[src/common/fifo_flags_pkg.sv]
// Shared constants, types and pin bundles for the two-port flag FIFO.
package fifo_flags_pkg;

    localparam int DATA_W = 36;
    localparam int FIFO_DEPTH = 16;
    localparam int WORD_W = 18;
    localparam int BYTE_W = 9;

    localparam int CLK_PERIOD_NS = 25;
    localparam int RTR_NS = 90;
    localparam int RTR_CYCLES = (RTR_NS + CLK_PERIOD_NS - 1) / CLK_PERIOD_NS;
    localparam int FLAG_SETTLE_CYCLES = 2;

    localparam logic FULL_N_RST = 1'b1;
    localparam logic EMPTY_N_RST = 1'b0;
    localparam logic ALMOST_FULL_N_RST = 1'b1;
    localparam logic ALMOST_EMPTY_N_RST = 1'b0;
    localparam logic MAILBOX_FULL_N_RST = 1'b1;

    typedef enum logic [1:0] {
        SIZE_LONG,
        SIZE_WORD,
        SIZE_BYTE
    } bus_size_t;

    typedef struct packed {
        logic write_port_clock;
        logic read_port_clock;
        logic port_a_select_n;
        logic port_a_direction;
        logic port_a_mailbox_select;
        logic port_b_select_n;
        logic port_b_direction;
        logic port_b_mailbox_select;
        logic retransmit_request_n;
        logic [DATA_W-1:0] port_a_data;
        logic [DATA_W-1:0] port_b_data;
    } pins_t;

    // Idle pin levels: deselected ports and no retransmit request, so release shows no false edge.
    localparam pins_t PINS_RST = '{
        write_port_clock: 1'b0,
        read_port_clock: 1'b0,
        port_a_select_n: 1'b1,
        port_a_direction: 1'b0,
        port_a_mailbox_select: 1'b0,
        port_b_select_n: 1'b1,
        port_b_direction: 1'b0,
        port_b_mailbox_select: 1'b0,
        retransmit_request_n: 1'b1,
        port_a_data: '0,
        port_b_data: '0
    };

    typedef struct packed {
        logic full_flag_n;
        logic almost_full_n;
        logic empty_flag_n;
        logic almost_empty_n;
        logic a_to_b_mailbox_full_n;
        logic b_to_a_mailbox_full_n;
    } flags_t;

endpackage : fifo_flags_pkg

[src/rtl/word_fifo.sv]
// Parameterised single-clock FIFO storage with rewind for retransmit.
`timescale 1ns/1ps
module word_fifo #(
    parameter int WIDTH = 36,
    parameter int DEPTH = 16
) (
    // Clock and reset
    input wire logic clk_i,
    input wire logic rst_i,
    // Fill side
    input wire logic in_valid_i,
    output logic in_ready_o,
    input wire logic [WIDTH-1:0] in_data_i,
    // Drain side
    output logic out_valid_o,
    input wire logic out_ready_i,
    output logic [WIDTH-1:0] out_data_o,
    // Read pointer back to the start of the stored run
    input wire logic rewind_i
);

    localparam int AW = $clog2(DEPTH);

    logic [WIDTH-1:0] mem [DEPTH];
    logic [AW:0] wr_ptr_r;
    logic [AW:0] rd_ptr_r;
    wire [AW:0] count = wr_ptr_r - rd_ptr_r;
    wire push = in_valid_i & in_ready_o;
    wire pop = out_valid_o & out_ready_i & ~rewind_i;

    assign in_ready_o = (count != (AW+1)'(DEPTH));
    assign out_valid_o = (count != '0);
    assign out_data_o = mem[rd_ptr_r[AW-1:0]];

    always_ff @(posedge clk_i) begin
        if (push) begin
            mem[wr_ptr_r[AW-1:0]] <= in_data_i;
        end
    end

    always_ff @(posedge clk_i or posedge rst_i) begin
        if (rst_i) begin
            wr_ptr_r <= '0;
            rd_ptr_r <= '0;
        end else begin
            if (push) begin
                wr_ptr_r <= wr_ptr_r + 1'b1;
            end
            if (rewind_i) begin
                // Stored run starts at zero only while it has never wrapped.
                rd_ptr_r <= '0;
            end else if (pop) begin
                rd_ptr_r <= rd_ptr_r + 1'b1;
            end
        end
    end

endmodule : word_fifo

[src/rtl/flag_fifo.sv]
// Two-port FIFO with bus matching, skewed flags, mailboxes and retransmit.
`timescale 1ns/1ps
module flag_fifo #(
    parameter int DEPTH = fifo_flags_pkg::FIFO_DEPTH
) (
    // Clock and reset
    input wire logic clk_i,
    input wire logic rst_i,
    // Port clocks and strobes from the pins
    input wire logic write_port_clock_i,
    input wire logic read_port_clock_i,
    input wire logic port_a_select_n_i,
    input wire logic port_a_direction_i,
    input wire logic port_a_mailbox_select_i,
    input wire logic port_b_select_n_i,
    input wire logic port_b_direction_i,
    input wire logic port_b_mailbox_select_i,
    input wire logic retransmit_request_n_i,
    // Static configuration
    input wire fifo_flags_pkg::bus_size_t port_b_size_i,
    input wire logic fall_through_mode_i,
    input wire logic [$clog2(DEPTH):0] almost_full_offset_i,
    input wire logic [$clog2(DEPTH):0] almost_empty_offset_i,
    // Port A data pins
    input wire logic [fifo_flags_pkg::DATA_W-1:0] port_a_data_i,
    output logic [fifo_flags_pkg::DATA_W-1:0] port_a_data_o,
    output logic port_a_data_oe_n_o,
    // Port B data pins
    input wire logic [fifo_flags_pkg::DATA_W-1:0] port_b_data_i,
    output logic [fifo_flags_pkg::DATA_W-1:0] port_b_data_o,
    output logic port_b_data_oe_n_o,
    // Flags
    output logic full_flag_n_o,
    output logic almost_full_n_o,
    output logic empty_flag_n_o,
    output logic almost_empty_n_o,
    output logic a_to_b_mailbox_full_n_o,
    output logic b_to_a_mailbox_full_n_o,
    output logic retransmit_busy_o
);

    localparam int DW = fifo_flags_pkg::DATA_W;
    localparam int CW = $clog2(DEPTH) + 1;
    localparam int RCW = 4;

    // Keeps only the lanes that the configured read-port width carries.
    function automatic logic [DW-1:0] mask_by_size(input logic [DW-1:0] d, input fifo_flags_pkg::bus_size_t s);
        case (s)
            fifo_flags_pkg::SIZE_WORD: mask_by_size = {{(DW-fifo_flags_pkg::WORD_W){1'b0}}, d[fifo_flags_pkg::WORD_W-1:0]};
            fifo_flags_pkg::SIZE_BYTE: mask_by_size = {{(DW-fifo_flags_pkg::BYTE_W){1'b0}}, d[fifo_flags_pkg::BYTE_W-1:0]};
            default: mask_by_size = d;
        endcase
    endfunction : mask_by_size

    // All pin inputs pass two flip-flops together so they stay aligned.
    fifo_flags_pkg::pins_t pins_now;
    fifo_flags_pkg::pins_t pins_s1_r;
    fifo_flags_pkg::pins_t pins_s2_r;
    logic wclk_d_r;
    logic rclk_d_r;
    logic rt_req_d_r;

    assign pins_now = '{
        write_port_clock: write_port_clock_i,
        read_port_clock: read_port_clock_i,
        port_a_select_n: port_a_select_n_i,
        port_a_direction: port_a_direction_i,
        port_a_mailbox_select: port_a_mailbox_select_i,
        port_b_select_n: port_b_select_n_i,
        port_b_direction: port_b_direction_i,
        port_b_mailbox_select: port_b_mailbox_select_i,
        retransmit_request_n: retransmit_request_n_i,
        port_a_data: port_a_data_i,
        port_b_data: port_b_data_i
    };

    always_ff @(posedge clk_i or posedge rst_i) begin
        if (rst_i) begin
            // Resetting to idle pin levels keeps the retransmit edge detector quiet at release.
            pins_s1_r <= fifo_flags_pkg::PINS_RST;
            pins_s2_r <= fifo_flags_pkg::PINS_RST;
            wclk_d_r <= 1'b0;
            rclk_d_r <= 1'b0;
            rt_req_d_r <= 1'b1;
        end else begin
            pins_s1_r <= pins_now;
            pins_s2_r <= pins_s1_r;
            wclk_d_r <= pins_s2_r.write_port_clock;
            rclk_d_r <= pins_s2_r.read_port_clock;
            rt_req_d_r <= pins_s2_r.retransmit_request_n;
        end
    end

    wire wr_edge = pins_s2_r.write_port_clock & ~wclk_d_r;
    wire rd_edge = pins_s2_r.read_port_clock & ~rclk_d_r;
    wire a_sel = ~pins_s2_r.port_a_select_n;
    wire b_sel = ~pins_s2_r.port_b_select_n;

    fifo_flags_pkg::flags_t flags_r;
    fifo_flags_pkg::flags_t flags_nxt;
    logic [RCW-1:0] rt_cnt_r;
    wire rt_busy = (rt_cnt_r != '0);
    wire rt_start = rt_req_d_r & ~pins_s2_r.retransmit_request_n & ~fall_through_mode_i & ~rt_busy;

    // FIFO access strobes; mailbox select steers to the mailboxes instead.
    logic fifo_in_ready;
    logic fifo_out_valid;
    logic [DW-1:0] fifo_out_data;
    wire wr_fire = wr_edge & a_sel & pins_s2_r.port_a_direction & ~pins_s2_r.port_a_mailbox_select
                   & flags_r.full_flag_n & fifo_in_ready & ~rt_busy;
    wire rd_fire = rd_edge & b_sel & pins_s2_r.port_b_direction & ~pins_s2_r.port_b_mailbox_select
                   & flags_r.empty_flag_n & fifo_out_valid & ~rt_busy;

    // Bus matching: a long word leaves the store only with its last lane.
    logic [1:0] lane_r;
    wire [1:0] last_lane = (port_b_size_i == fifo_flags_pkg::SIZE_BYTE) ? 2'h3 :
                           (port_b_size_i == fifo_flags_pkg::SIZE_WORD) ? 2'h1 : 2'h0;
    wire pop = rd_fire & (lane_r == last_lane);
    wire [DW-1:0] lane_shifted = (port_b_size_i == fifo_flags_pkg::SIZE_WORD)
                                 ? (fifo_out_data >> (lane_r[0] * fifo_flags_pkg::WORD_W))
                                 : (fifo_out_data >> (lane_r * fifo_flags_pkg::BYTE_W));
    wire [DW-1:0] lane_data = mask_by_size(lane_shifted, port_b_size_i);

    word_fifo #(
        .WIDTH(DW),
        .DEPTH(DEPTH)
    ) u_store (
        .clk_i(clk_i),
        .rst_i(rst_i),
        .in_valid_i(wr_fire),
        .in_ready_o(fifo_in_ready),
        .in_data_i(pins_s2_r.port_a_data),
        .out_valid_o(fifo_out_valid),
        .out_ready_i(pop),
        .out_data_o(fifo_out_data),
        .rewind_i(rt_start)
    );

    // Occupancy seen by each port, with the far pointer two stages late.
    logic [CW-1:0] wr_cnt_r;
    logic [CW-1:0] rd_cnt_r;
    logic [CW-1:0] wr_cnt_s1_r;
    logic [CW-1:0] wr_cnt_s2_r;
    logic [CW-1:0] rd_cnt_s1_r;
    logic [CW-1:0] rd_cnt_s2_r;
    wire [CW-1:0] wr_cnt_nxt = wr_fire ? wr_cnt_r + 1'b1 : wr_cnt_r;
    wire [CW-1:0] rd_cnt_nxt = rt_start ? '0 : (pop ? rd_cnt_r + 1'b1 : rd_cnt_r);
    wire [CW-1:0] occ_w = rt_busy ? (wr_cnt_r - rd_cnt_r) : (wr_cnt_nxt - rd_cnt_s2_r);
    wire [CW-1:0] occ_r = rt_busy ? (wr_cnt_r - rd_cnt_r) : (wr_cnt_s2_r - rd_cnt_nxt);
    wire [CW-1:0] af_level = CW'(DEPTH) - almost_full_offset_i;

    always_ff @(posedge clk_i or posedge rst_i) begin
        if (rst_i) begin
            wr_cnt_r <= '0;
            rd_cnt_r <= '0;
            wr_cnt_s1_r <= '0;
            wr_cnt_s2_r <= '0;
            rd_cnt_s1_r <= '0;
            rd_cnt_s2_r <= '0;
        end else begin
            wr_cnt_r <= wr_cnt_nxt;
            rd_cnt_r <= rd_cnt_nxt;
            wr_cnt_s1_r <= wr_cnt_r;
            wr_cnt_s2_r <= wr_cnt_s1_r;
            rd_cnt_s1_r <= rd_cnt_r;
            rd_cnt_s2_r <= rd_cnt_s1_r;
        end
    end

    // Mailboxes: a set on one side wins over a clear from the other side.
    logic [DW-1:0] a_to_b_mailbox_r;
    logic [DW-1:0] b_to_a_mailbox_r;
    wire a_mb_wr = wr_edge & a_sel & pins_s2_r.port_a_direction & pins_s2_r.port_a_mailbox_select
                   & flags_r.a_to_b_mailbox_full_n;
    wire b_mb_rd = rd_edge & b_sel & pins_s2_r.port_b_direction & pins_s2_r.port_b_mailbox_select;
    wire b_mb_wr = rd_edge & b_sel & ~pins_s2_r.port_b_direction & pins_s2_r.port_b_mailbox_select
                   & flags_r.b_to_a_mailbox_full_n;
    wire a_mb_rd = wr_edge & a_sel & ~pins_s2_r.port_a_direction & pins_s2_r.port_a_mailbox_select;

    always_comb begin
        flags_nxt = flags_r;
        // Write-side flags move only on write-port edges, or every cycle while retransmit settles.
        if (wr_edge | rt_busy) begin
            flags_nxt.full_flag_n = (occ_w < CW'(DEPTH));
            flags_nxt.almost_full_n = (occ_w < af_level);
        end
        if (rd_edge | rt_busy) begin
            flags_nxt.empty_flag_n = (occ_r != '0);
            flags_nxt.almost_empty_n = (occ_r > almost_empty_offset_i);
        end
        if (a_mb_wr) begin
            flags_nxt.a_to_b_mailbox_full_n = 1'b0;
        end else if (b_mb_rd) begin
            flags_nxt.a_to_b_mailbox_full_n = 1'b1;
        end
        if (b_mb_wr) begin
            flags_nxt.b_to_a_mailbox_full_n = 1'b0;
        end else if (a_mb_rd) begin
            flags_nxt.b_to_a_mailbox_full_n = 1'b1;
        end
    end

    logic [DW-1:0] rd_data_r;

    always_ff @(posedge clk_i or posedge rst_i) begin
        if (rst_i) begin
            flags_r <= '{
                full_flag_n: fifo_flags_pkg::FULL_N_RST,
                almost_full_n: fifo_flags_pkg::ALMOST_FULL_N_RST,
                empty_flag_n: fifo_flags_pkg::EMPTY_N_RST,
                almost_empty_n: fifo_flags_pkg::ALMOST_EMPTY_N_RST,
                a_to_b_mailbox_full_n: fifo_flags_pkg::MAILBOX_FULL_N_RST,
                b_to_a_mailbox_full_n: fifo_flags_pkg::MAILBOX_FULL_N_RST
            };
            a_to_b_mailbox_r <= '0;
            b_to_a_mailbox_r <= '0;
            rd_data_r <= '0;
            lane_r <= '0;
            rt_cnt_r <= '0;
        end else begin
            flags_r <= flags_nxt;
            if (a_mb_wr) begin
                a_to_b_mailbox_r <= mask_by_size(pins_s2_r.port_a_data, port_b_size_i);
            end
            if (b_mb_wr) begin
                b_to_a_mailbox_r <= mask_by_size(pins_s2_r.port_b_data, port_b_size_i);
            end
            if (rt_start) begin
                lane_r <= '0;
            end else if (rd_fire) begin
                rd_data_r <= lane_data;
                lane_r <= pop ? 2'h0 : lane_r + 1'b1;
            end
            if (rt_start) begin
                // Recovery time first, then the settling cycles for the almost flags.
                rt_cnt_r <= RCW'(fifo_flags_pkg::RTR_CYCLES + fifo_flags_pkg::FLAG_SETTLE_CYCLES);
            end else if (rt_busy) begin
                rt_cnt_r <= rt_cnt_r - 1'b1;
            end
        end
    end

    // Data pins drive while selected in the read direction of each port.
    assign port_a_data_o = b_to_a_mailbox_r;
    assign port_a_data_oe_n_o = ~(a_sel & ~pins_s2_r.port_a_direction);
    assign port_b_data_o = pins_s2_r.port_b_mailbox_select ? a_to_b_mailbox_r : rd_data_r;
    assign port_b_data_oe_n_o = ~(b_sel & pins_s2_r.port_b_direction);

    assign full_flag_n_o = flags_r.full_flag_n;
    assign almost_full_n_o = flags_r.almost_full_n;
    assign empty_flag_n_o = flags_r.empty_flag_n;
    assign almost_empty_n_o = flags_r.almost_empty_n;
    assign a_to_b_mailbox_full_n_o = flags_r.a_to_b_mailbox_full_n;
    assign b_to_a_mailbox_full_n_o = flags_r.b_to_a_mailbox_full_n;
    assign retransmit_busy_o = rt_busy;

endmodule : flag_fifo

[config.mk]
export PLATFORM = sky130hd
export DESIGN_NAME = flag_fifo
export DESIGN_NICKNAME = d
export VERILOG_FILES = /design/src/common/fifo_flags_pkg.sv /design/src/rtl/word_fifo.sv /design/src/rtl/flag_fifo.sv
export SDC_FILE = /design/constraint.sdc
export NUM_CORES = 1
export LEC_CHECK = 0
export BUFFER_PORTS_ARGS = -buffer_cell sky130_fd_sc_hd__buf_2
export CORE_ASPECT_RATIO = 1.2
export CORE_MARGIN = 2
export CORE_UTILIZATION = 30
export DETAILED_ROUTE_END_ITERATION = 12
export SLEW_MARGIN = 20
export SYNTH_ARGS = -nofsm -noshare
export SYNTH_HDL_FRONTEND = slang
export SYNTH_SLANG_ARGS = --single-unit
[constraint.sdc]
create_clock -name clk_i -period 18.1 [get_ports clk_i]
set_input_delay 1.81 -clock clk_i [delete_from_list [all_inputs] [get_ports clk_i]]
set_output_delay 1.81 -clock clk_i [all_outputs]
set_load 0.1 [all_outputs]
==> flow_metrics.py, run 1 <==
metrics = {
    "detailed_routing": {
        "met2_length_um": 43700,
        "vias": 17800,
        "wl_met3_um": 5130,
        "drc": 0,
        "wl_per_cell_um": 23.4,
        "routed_wl_um": 86400,
        "dr.pass1.iters": 6,
        "avgViaCountPerCell": 4.82,
        "detail-route-antenna-nets": 0,
        "wl_met1_um": 35700,
        "highest_layer": "met5",
        "drt_iter0_markers": 1866,
    },
    "die": {
        "ios": 177,
        "die_area_mm2": 0.117,
        "dieWidth_um": 313,
        "chipHeight_um": 374,
        "start_util": 0.303,
        "rows": 135,
        "coreArea_mm2": 0.113,
    },
    "hold_path": {
        "hold_class": "reg -> reg",
        "min_from": "pins_s1_r[70]",
    },
    "final_layout": {
        "fin_nets": 2249,
        "fillers": 10600,
        "layout_commonest_cell": "edfxtp_1",
        "syn_to_final_growth_pct": 16.1,
        "layout-drive-gt1-share": 0.275,
        "postLayoutCoreUtil": 0.352,
        "layout_common_cells": "edfxtp_1 (576), dfrtp_1 (311), nand2_1 (230), buf_2 (176), mux4_2 (171)",
    },
    "logic_synthesis": {
        "syn_avg_cell_area_um2": 17.9,
        "ys_seq_area_frac": 0.743,
        "synth_fp_nets": 2053,
        "yosysWarnings": 0,
        "synth.area.top_cells": "edfxtp_1 (50%), dfrtp_1 (23%), mux4_2 (11%), nand2_1 (2.5%), mux2_2 (1.7%)",
        "synthesis.area_mm2": 0.0343,
        "synth_edf_count": 576,
        "ys_types": 59,
        "synth_top_cell_area_share": 0.505,
        "ys_ff_latch": 901,
        "post_synth_inst_count": 1918,
        "synth_flop_cell": "edfxtp_1",
        "synth.largest_area_cell": "edfxtp_1",
        "synth-async-reset-ratio": 0.361,
    },
    "sta": {
        "fin_setup_tns_ns": 0,
        "fin_worst_skew_ns": 0.0204,
        "timing_hold_violations_final": 0,
        "hold_ws_ns": 0.346,
        "timing.fmax_ghz": 0.173,
        "setup_violations": 0,
        "grt_setup_unrepaired": "false",
        "slew_headroom": 0.355,
        "tightestPinTransition_ns": 0.967,
        "period_share": 0.320,
        "drv_slew": 0,
        "fin_crit_ns": 5.79,
    },
    "clock_network": {
        "cts_resized": 0,
        "cts_buffers": 88,
        "cts_hold_buf": 0,
        "clockBufferDepth": 3,
        "path_clk_slew_ns": 0.06,
        "cts_tree": "built",
        "cts_setup_buffers": 0,
        "cts_sinks": 901,
        "clk_latency_ns": 0.68,
        "htreeDepth": 3,
        "root_buffer": "clkbuf_16",
    },
    "job": {
        "maxCapViolCount": 0,
    },
    "placed_design": {
        "dpl.hpwl_um": 50100,
        "gp_congestion": 0.836,
        "portBuffers": 176,
    },
    "global_route": {
        "grt_pass1_vias": 18800,
        "antenna_found_initial": 5,
        "grt_usage": 0.147,
        "grt_overflow": 0,
        "grt_max_degree": 169,
        "grt_pass1_wl_um": 127000,
    },
    "critical_path": {
        "startpoint": "u_store.rd_ptr_r[1]",
        "worstSetupPathType": "reg -> reg",
        "cpPeakStageDelay_ns": 0.95,
        "r2r_slack_ns": 12.31,
        "crit_top_cell": "a21oi_1",
        "path_cells": "inv_1, ha_1, nor2b_1, o211ai_1, a21oi_1, o21ai_1, nand3_1, xor2_1, nor2_1, ha_1, inv_1, fa_1, a21o_1, a21oi_1, xnor2_1, xor2_1, a21oi_1, ha_1, a21oi_1, a31oi_1, mux2_2",
        "crit-reg2reg-launch": "u_store.rd_ptr_r[1]",
        "critPathLaunchType": "flip-flop",
        "cpMaxStageDelayCell": "dfrtp_4",
        "critPathCaptureType": "flip-flop",
        "arrival_ns": 6.34,
        "cp_max_fo": 50,
        "critPathRequiredTime_ns": 18.66,
    },
    "pwr": {
        "peakVddDrop_mv": 0.0724,
        "p_leak_nw": 14.5,
        "power_density_mw_per_mm2": 123,
    },
    "run_status": {
        "status": "finished clean",
    },
}
## routing by layer
metal | vias to the layer above | global-route usage
li1 | 7667 | -
met2 | 580 | 0.252
met5 | - | 0
met1 | 9438 | 0.190
met4 | 2 | 0.0403
met3 | 128 | 0.0282
## stage by stage
step	instances	power (mW)	setup WS, ns	area (um2)
after floorplan	1918	2.90	7.31	34300
after global placement	3531	3.06	11.87	36800
after detailed placement	3531	3.07	11.73	36800
after CTS	3696	4.95	12.31	39800
after global routing	3698	5.07	11.98	39800
final	3698	4.90	12.31	39800
## cell usage after synthesis (6+ instances only)
library cell / n
a21oi_1: 34
nor2b_1: 7
nor2_1: 56
mux2i_1: 15
ha_1: 36
dfstp_2: 11
xnor2_1: 20
inv_1: 42
o21ai_1: 12
buf_2: 17
a31oi_1: 6
nand3_1: 21
mux2_2: 53
nand4_1: 7
clkbuf_1: 52
buf_6: 10
dfrtp_1: 314
and3_1: 7
edfxtp_1: 576
a22o_1: 12
nand2_1: 230
xor2_1: 12
a221oi_1: 7
and2_1: 19
a21o_1: 10
o21ai_0: 85
nor3_1: 10
mux4_2: 171
## final timing paths
kind | endpoint | cells past startpoint
max | almost_empty_n_o | 21
min | pins_s2_r[70] | 0
max reg2reg | almost_empty_n_o | 21
min reg2reg | pins_s2_r[70] | 0
max in group asynchronous | u_store.rd_ptr_r[0] | 4
min in group asynchronous | pins_s1_r[41] | 2
## critical path: cells and delay by family (launching register included)
| family | cells | cell delay (ns) |
|---|---|---|
| adder cells (fa/ha/maj) | 4 | 1.34 |
| buffers and inverters | 2 | 0.45 |
| multiplexers | 1 | 0.26 |
| AND/OR/NAND/NOR | 3 | 0.73 |
| flip-flops | 1 | 0.95 |
| XOR/XNOR | 3 | 0.62 |
| AO/OA/AOI/OAI | 8 | 1.31 |
## power by group
part	internal, mW	switching (mW)	leakage (nW)	total (mW)
clock network	1.08	0.796	1.46	1.88
registers	2.28	0.0720	9.11	2.36
logic	0.128	0.539	3.93	0.667
## cell type report
type	instances	area, um2	area share
timing repair buffer	194	1040	0.0263
multi-input combinational	885	8260	0.208
antenna	2	5.00	0.000126
inverter	44	173	0.00434
clock buffer	113	2430	0.0610
tap	1507	1890	0.0474
sequential	901	25500	0.640
clock inverter	52	551	0.0138
## sequential cells by signal (all words and copies together) (netlist names), 2 cells and up
| name | flops |
|---|---|
| pins_s1_r | 81 |
| a_to_b_mailbox_r | 36 |
| wr_cnt_s1_r | 5 |
| u_store.rd_ptr_r | 5 |
| rd_cnt_r | 5 |
| rd_cnt_s2_r | 5 |
| lane_r | 2 |
| port_a_data_o | 36 |
| wr_cnt_s2_r | 5 |
| u_store.wr_ptr_r | 5 |
| rd_cnt_s1_r | 5 |
| pins_s2_r | 81 |
| rt_cnt_r | 4 |
| rd_data_r | 36 |
| u_store.mem | 576 |
| wr_cnt_r | 5 |
## kinds of logic (layout without fill, tap and decap cells)
family          after synthesis  count (layout)  synth area share
compound gates              193             193            0.0340
xor+xnor                     32              32           0.00818
fa+ha+maj                    39              39            0.0149
buf+inv                     132             403            0.0177
flops                       901             901             0.743
mux                         239             239             0.134
other cells                   0               2                 0
simple gates                382             382            0.0485
No activity file was read; power rests on OpenSTA's default activity.
==> inputs of run 2 (changes only) <==
Clock period 18.1 ns to 4.6 ns, I/O delays scaled along.
==> flow_metrics.py, run 2 (synthesis gave the netlist of run 1 again) <==
metrics = {
    "run_status": {
        "status": "finished clean",
    },
    "final_layout": {
        "layout_commonest_cell": "edfxtp_1",
        "layout-drive-gt1-share": 0.275,
        "seqCellArea_mm2": 0.0255,
        "syn_to_final_growth_pct": 19.4,
        "layout_common_cells": "edfxtp_1 (576), dfrtp_1 (311), nand2_1 (230), buf_2 (176), mux4_2 (171)",
        "multi_input_area_mm2": 0.00826,
        "final_cell_count_no_fill": 3814,
        "fillers": 10600,
        "fin_nets": 2368,
        "postLayoutCoreUtil": 0.362,
        "largest_reg_flops": 576,
    },
    "placed_design": {
        "place_inst": 3565,
        "portBuffers": 176,
        "gp_congestion": 0.831,
        "dpl.hpwl_um": 53400,
    },
    "hold_path": {
        "min_from": "pins_s1_r[26]",
        "hold_depth": 0,
        "hold_class": "reg -> reg",
    },
    "sta": {
        "fin_crit_ns": 4.31,
        "timing_hold_violations_final": 0,
        "tightestPinTransition_ns": 0.983,
        "slew_headroom": 0.345,
        "setup_violations": 0,
        "drv_slew": 0,
        "timing.fmax_ghz": 0.232,
        "period_share": 0.938,
        "fin_worst_skew_ns": 0.0328,
        "grt_setup_unrepaired": "true",
    },
    "critical_path": {
        "critPathTopFamily": "compound AO/OA/AOI/OAI gates",
        "crit_buf_inv": 2,
        "r2r_slack_ns": 0.29,
        "crit_top_cell": "a21oi_1",
        "cpMaxStageDelayCell": "dfrtp_4",
        "critPathLaunchType": "flip-flop",
        "cpPeakStageDelay_ns": 0.49,
        "cp_max_fo": 4,
        "path_depth": 21,
        "crit-reg2reg-launch": "u_store.rd_ptr_r[1]",
        "worstSetupPathType": "reg -> reg",
        "path_cells": "inv_1, ha_1, nor2b_1, o211ai_1, a21oi_1, o21ai_2, nand3_2, xor2_1, nor2_1, ha_1, inv_1, fa_1, a21o_1, a21oi_1, xnor2_1, xor2_1, a21oi_1, ha_1, a21oi_1, a31oi_1, mux2_2",
        "arrival_ns": 4.87,
        "critPathCaptureType": "flip-flop",
        "reg2reg_depth": 21,
        "critPathRequiredTime_ns": 5.15,
        "startpoint": "u_store.rd_ptr_r[1]",
    },
    "die": {
        "ios": 177,
        "chipHeight_um": 374,
        "rows": 135,
        "coreArea_mm2": 0.113,
        "start_util": 0.303,
        "die_area_mm2": 0.117,
        "dieWidth_um": 313,
    },
    "clock_network": {
        "cts_buffers": 87,
        "path_clk_slew_ns": 0.06,
        "htreeDepth": 3,
        "cts_tree": "built",
        "clk_latency_ns": 0.67,
        "clockBufferDepth": 3,
        "root_buffer": "clkbuf_16",
        "cts_sinks": 901,
    },
    "global_route": {
        "antenna_found_initial": 3,
        "grt_pass1_vias": 19400,
        "grt_usage": 0.149,
        "grt_max_degree": 147,
        "grt_pass1_wl_um": 129000,
        "grt_overflow": 0,
    },
    "detailed_routing": {
        "avgViaCountPerCell": 4.78,
        "detail-route-antenna-nets": 0,
        "drc": 0,
        "dr.pass1.iters": 6,
        "vias": 18200,
        "routed_wl_um": 86800,
        "drt_iter0_markers": 1428,
        "wl_per_cell_um": 22.8,
    },
    "pwr": {
        "clkPwrFrac": 0.373,
        "p_leak_nw": 15.0,
        "switchingPower_mw": 5.44,
        "power_density_mw_per_mm2": 466,
        "swShare": 0.285,
        "p_int_mw": 13.6,
        "peakVddDrop_mv": 0.334,
        "comb_power_share": 0.141,
        "sequentialPowerShare": 0.485,
    },
    "job": {
        "maxCapViolCount": 0,
    },
}
run 2: cell count changes in the layout (fill, tap and decap cells not counted), moves of 3 or more:
cell	previous run	this run
clkinv_1	12	5
clkbuf_1	12	27
clkbuf_8	13	10
dlygate4sd3_1	0	82
and2_4	15	0
and2_2	1	16
bufinv_16	9	5
inv_6	5	2
clkbuf_16	88	91
buf_4	15	41
buf_12	2	15
run 2: through the flow:
step                TNS [ns]  hold WS, ns  area [um2]  total power, mW  worst slack (ns)
finish                     0        0.331       40900             19.1             0.286
global route         -0.0258        0.346       40900             19.8           -0.0258
CTS                        0        0.311       40900             19.3             0.193
detailed placement         0        0.335       37200             12.1             0.216
global placement           0        0.332       37200             12.0             0.210
floorplan             -58.95        0.331       34300             11.4            -0.188
run 2: final timing paths:
check,end
worst min-delay path,pins_s2_r[26]
worst min register to register,pins_s2_r[26]
min in group asynchronous,a_to_b_mailbox_r[2]
max in group asynchronous,u_store.rd_ptr_r[0]
worst max-delay path,almost_empty_n_o
worst max register to register,almost_empty_n_o
run 2: final cells by class:
type | instances | area share
Inverter | 44 | 0.00413
Clock inverter | 34 | 0.00813
Tap cell | 1507 | 0.0461
Antenna cell | 1 | 0.0000611
Clock buffer | 128 | 0.0615
Timing Repair Buffer | 314 | 0.0564
Multi-Input combinational cell | 885 | 0.202
Sequential cell | 901 | 0.622
run 2: power groups by stage:
stage                     sequential [mW]  clock (mW)  combinational, mW
after CTS                            9.27        7.28               2.72
after detailed placement             9.43           0               2.66
after floorplan                      10.2           0               1.20
after global routing                 9.31        7.60               2.86
after global placement               9.41           0               2.62
final                                9.27        7.12               2.70
run 2: what timing repair did:
item | CTS | global route
hold buffers | 82 | 0
buffers inserted | 0 | 4
endpoints found under the setup margin | 0 | 2
gates resized for setup | 0 | 3
endpoints found under the hold margin | 113 | 0
run 2: per-layer routing:
metal | part of all wire | track usage | routed length [um]
met5 | 0.000081 | 0 | 7
met4 | 0.034 | 0.0563 | 2950
met3 | 0.051 | 0.0250 | 4400
met2 | 0.51 | 0.258 | 44300
met1 | 0.41 | 0.185 | 35200
==> inputs of run 3 (changes only) <==
Settings changed: CORE_ASPECT_RATIO 1.2 to not set.
==> flow_metrics.py, run 3 (synthesis gave the netlist of run 1 again) <==
metrics = {
    "critical_path": {
        "arrival_ns": 4.86,
        "cp_max_fo": 4,
        "critPathRequiredTime_ns": 5.13,
        "critPathTopFamily": "adder cells",
        "cpMaxStageDelayCell": "dfrtp_4",
        "crit_top_cell": "ha_1",
        "crit-reg2reg-launch": "u_store.rd_ptr_r[1]",
        "crit_buf_inv": 3,
        "worstSetupPathType": "reg -> reg",
        "critPathCaptureType": "flip-flop",
        "path_cells": "inv_1, ha_1, nor2b_1, o211ai_1, buf_4, and3_1, o21ai_2, nand3_2, xor2_1, nor2_1, ha_1, inv_1, fa_2, a21o_1, a21oi_2, xnor2_1, xor2_1, a21oi_1, ha_1, a21oi_1, a31oi_1, mux2_2",
        "startpoint": "u_store.rd_ptr_r[1]",
        "critPathLaunchType": "flip-flop",
        "cpPeakStageDelay_ns": 0.49,
    },
    "final_layout": {
        "n_antenna_cell": 0,
        "syn_to_final_growth_pct": 20.1,
        "largest_reg_flops": 576,
        "stdcell_area_mm2": 0.0412,
        "layout_common_cells": "edfxtp_1 (576), dfrtp_1 (311), nand2_1 (230), buf_2 (176), mux4_2 (171)",
        "fin_nets": 2363,
        "layout_commonest_cell": "edfxtp_1",
        "postLayoutCoreUtil": 0.364,
        "layout-drive-gt1-share": 0.278,
    },
    "job": {
        "maxCapViolCount": 0,
    },
    "pwr": {
        "comb_power_share": 0.138,
        "p_int_mw": 14.1,
        "peakVddDrop_mv": 0.277,
        "switchingPower_mw": 5.54,
        "p_leak_nw": 15.1,
        "swShare": 0.283,
        "sequentialPowerShare": 0.473,
        "power_density_mw_per_mm2": 476,
        "clkPwrFrac": 0.390,
        "total_power_mw": 19.6,
    },
    "placed_design": {
        "dpl.hpwl_um": 51500,
        "gp_congestion": 0.857,
        "portBuffers": 176,
        "dpl_cell_area_mm2": 0.0372,
    },
    "sta": {
        "timing_hold_violations_final": 0,
        "period_share": 0.941,
        "tightestPinTransition_ns": 1.11,
        "fin_worst_skew_ns": 0.0290,
        "setup_violations": 0,
        "slew_headroom": 0.260,
        "timing.fmax_ghz": 0.231,
        "fin_crit_ns": 4.33,
        "fin_setup_tns_ns": 0,
        "hold_ws_ns": 0.249,
        "drv_slew": 0,
        "grt_setup_unrepaired": "false",
    },
    "clock_network": {
        "clk_latency_ns": 0.66,
        "cts_tree": "built",
        "cts_buffers": 90,
        "path_clk_slew_ns": 0.06,
        "cts_sinks": 901,
        "clockBufferDepth": 3,
        "root_buffer": "clkbuf_16",
        "htreeDepth": 3,
    },
    "hold_path": {
        "min_from": "fall_through_mode_i",
        "hold_class": "in -> reg",
    },
    "detailed_routing": {
        "drc": 0,
        "avgViaCountPerCell": 4.79,
        "vias": 18200,
        "wl_per_cell_um": 22.9,
        "drt_iter0_markers": 1689,
        "dr.pass1.iters": 7,
        "detail-route-antenna-nets": 0,
        "routed_wl_um": 87000,
    },
    "die": {
        "die_area_mm2": 0.117,
        "dieWidth_um": 342,
        "rows": 123,
        "ios": 177,
        "chipHeight_um": 342,
        "coreArea_mm2": 0.113,
        "start_util": 0.303,
    },
    "global_route": {
        "grt_overflow": 0,
        "grt_pass1_wl_um": 128000,
        "grt.met1_usage": 0.200,
        "grt_usage": 0.148,
        "grt_pass1_vias": 19300,
        "grt.met2_usage": 0.246,
        "grt_max_degree": 142,
        "antenna_found_initial": 0,
        "busiest_layer": "met2",
        "gr-usage-met3": 0.0250,
    },
    "run_status": {
        "status": "finished clean",
    },
}
==> run 3: changes by cell type in the layout (fill, tap and decap cells not counted), sizes merged <==
cell	change
clkinv	+14
clkbuf	-13
buf	-8
bufinv	+7
clkinvlp	-2
inv	+2
diode	-1
==> run 3: what timing repair did <==
item / in CTS / in global routing
resized for setup: 0 / 4
setup buffers: 0 / 5
hold buffers: 82 / 0
setup endpoints to repair: 0 / 2
hold endpoints to repair: 104 / 0
==> run 3: final cells by class <==
class | instances | area (um2)
clock inverters | 55 | 642
multi-input cells | 885 | 8260
fillers | 10500 | 71800
inverters | 44 | 169
repair buffers | 306 | 2290
flip-flops and latches | 901 | 25500
well taps | 1500 | 1880
clock buffers | 115 | 2470
==> run 3: metrics by stage <==
stage,setup WS [ns],instances
2_1_floorplan,-0.188,1918
3_3_place_gp,0.231,3549
3_5_place_dp,0.149,3549
4_1_cts,0.126,3801
5_1_grt,0.00698,3806
6_report,0.270,3806
==> run 3: path summary, 6_finish.rpt <==
kind | endpoint | slack (ns) | cells past startpoint
worst min register to register | pins_s2_r[55] | 0.34 | 0
min in group asynchronous | pins_s1_r[4] | 0.47 | 3
max in group asynchronous | u_store.rd_ptr_r[1] | 2.82 | 4
worst max-delay path | almost_empty_n_o | 0.27 | 22
worst max register to register | almost_empty_n_o | 0.27 | 22
worst min-delay path | rt_cnt_r[1] | 0.25 | 4
==> run 3: routing by layer <==
metal | part of all wire | wire length (um) | vias up
met3 | 0.058 | 5070 | 122
met5 | 0 | 0 | -
met2 | 0.49 | 42700 | 578
met1 | 0.43 | 37300 | 9616
li1 | - | - | 7896
met4 | 0.021 | 1840 | 0
==> run 3: power groups by stage <==
stage	clock (mW)	sequential [mW]	combinational, mW
2_1_floorplan	0	10.2	1.20
3_3_place_gp	0	9.40	2.61
3_5_place_dp	0	9.43	2.64
4_1_cts	7.78	9.27	2.71
5_1_grt	8.11	9.30	2.85
6_report	7.64	9.26	2.70
==> run 3: worst min-delay path: stages <==
cell and delay [ns]:
buf_2 0.08, nor3b_1 0.10, nor3_1 0.15, a21oi_1 0.07
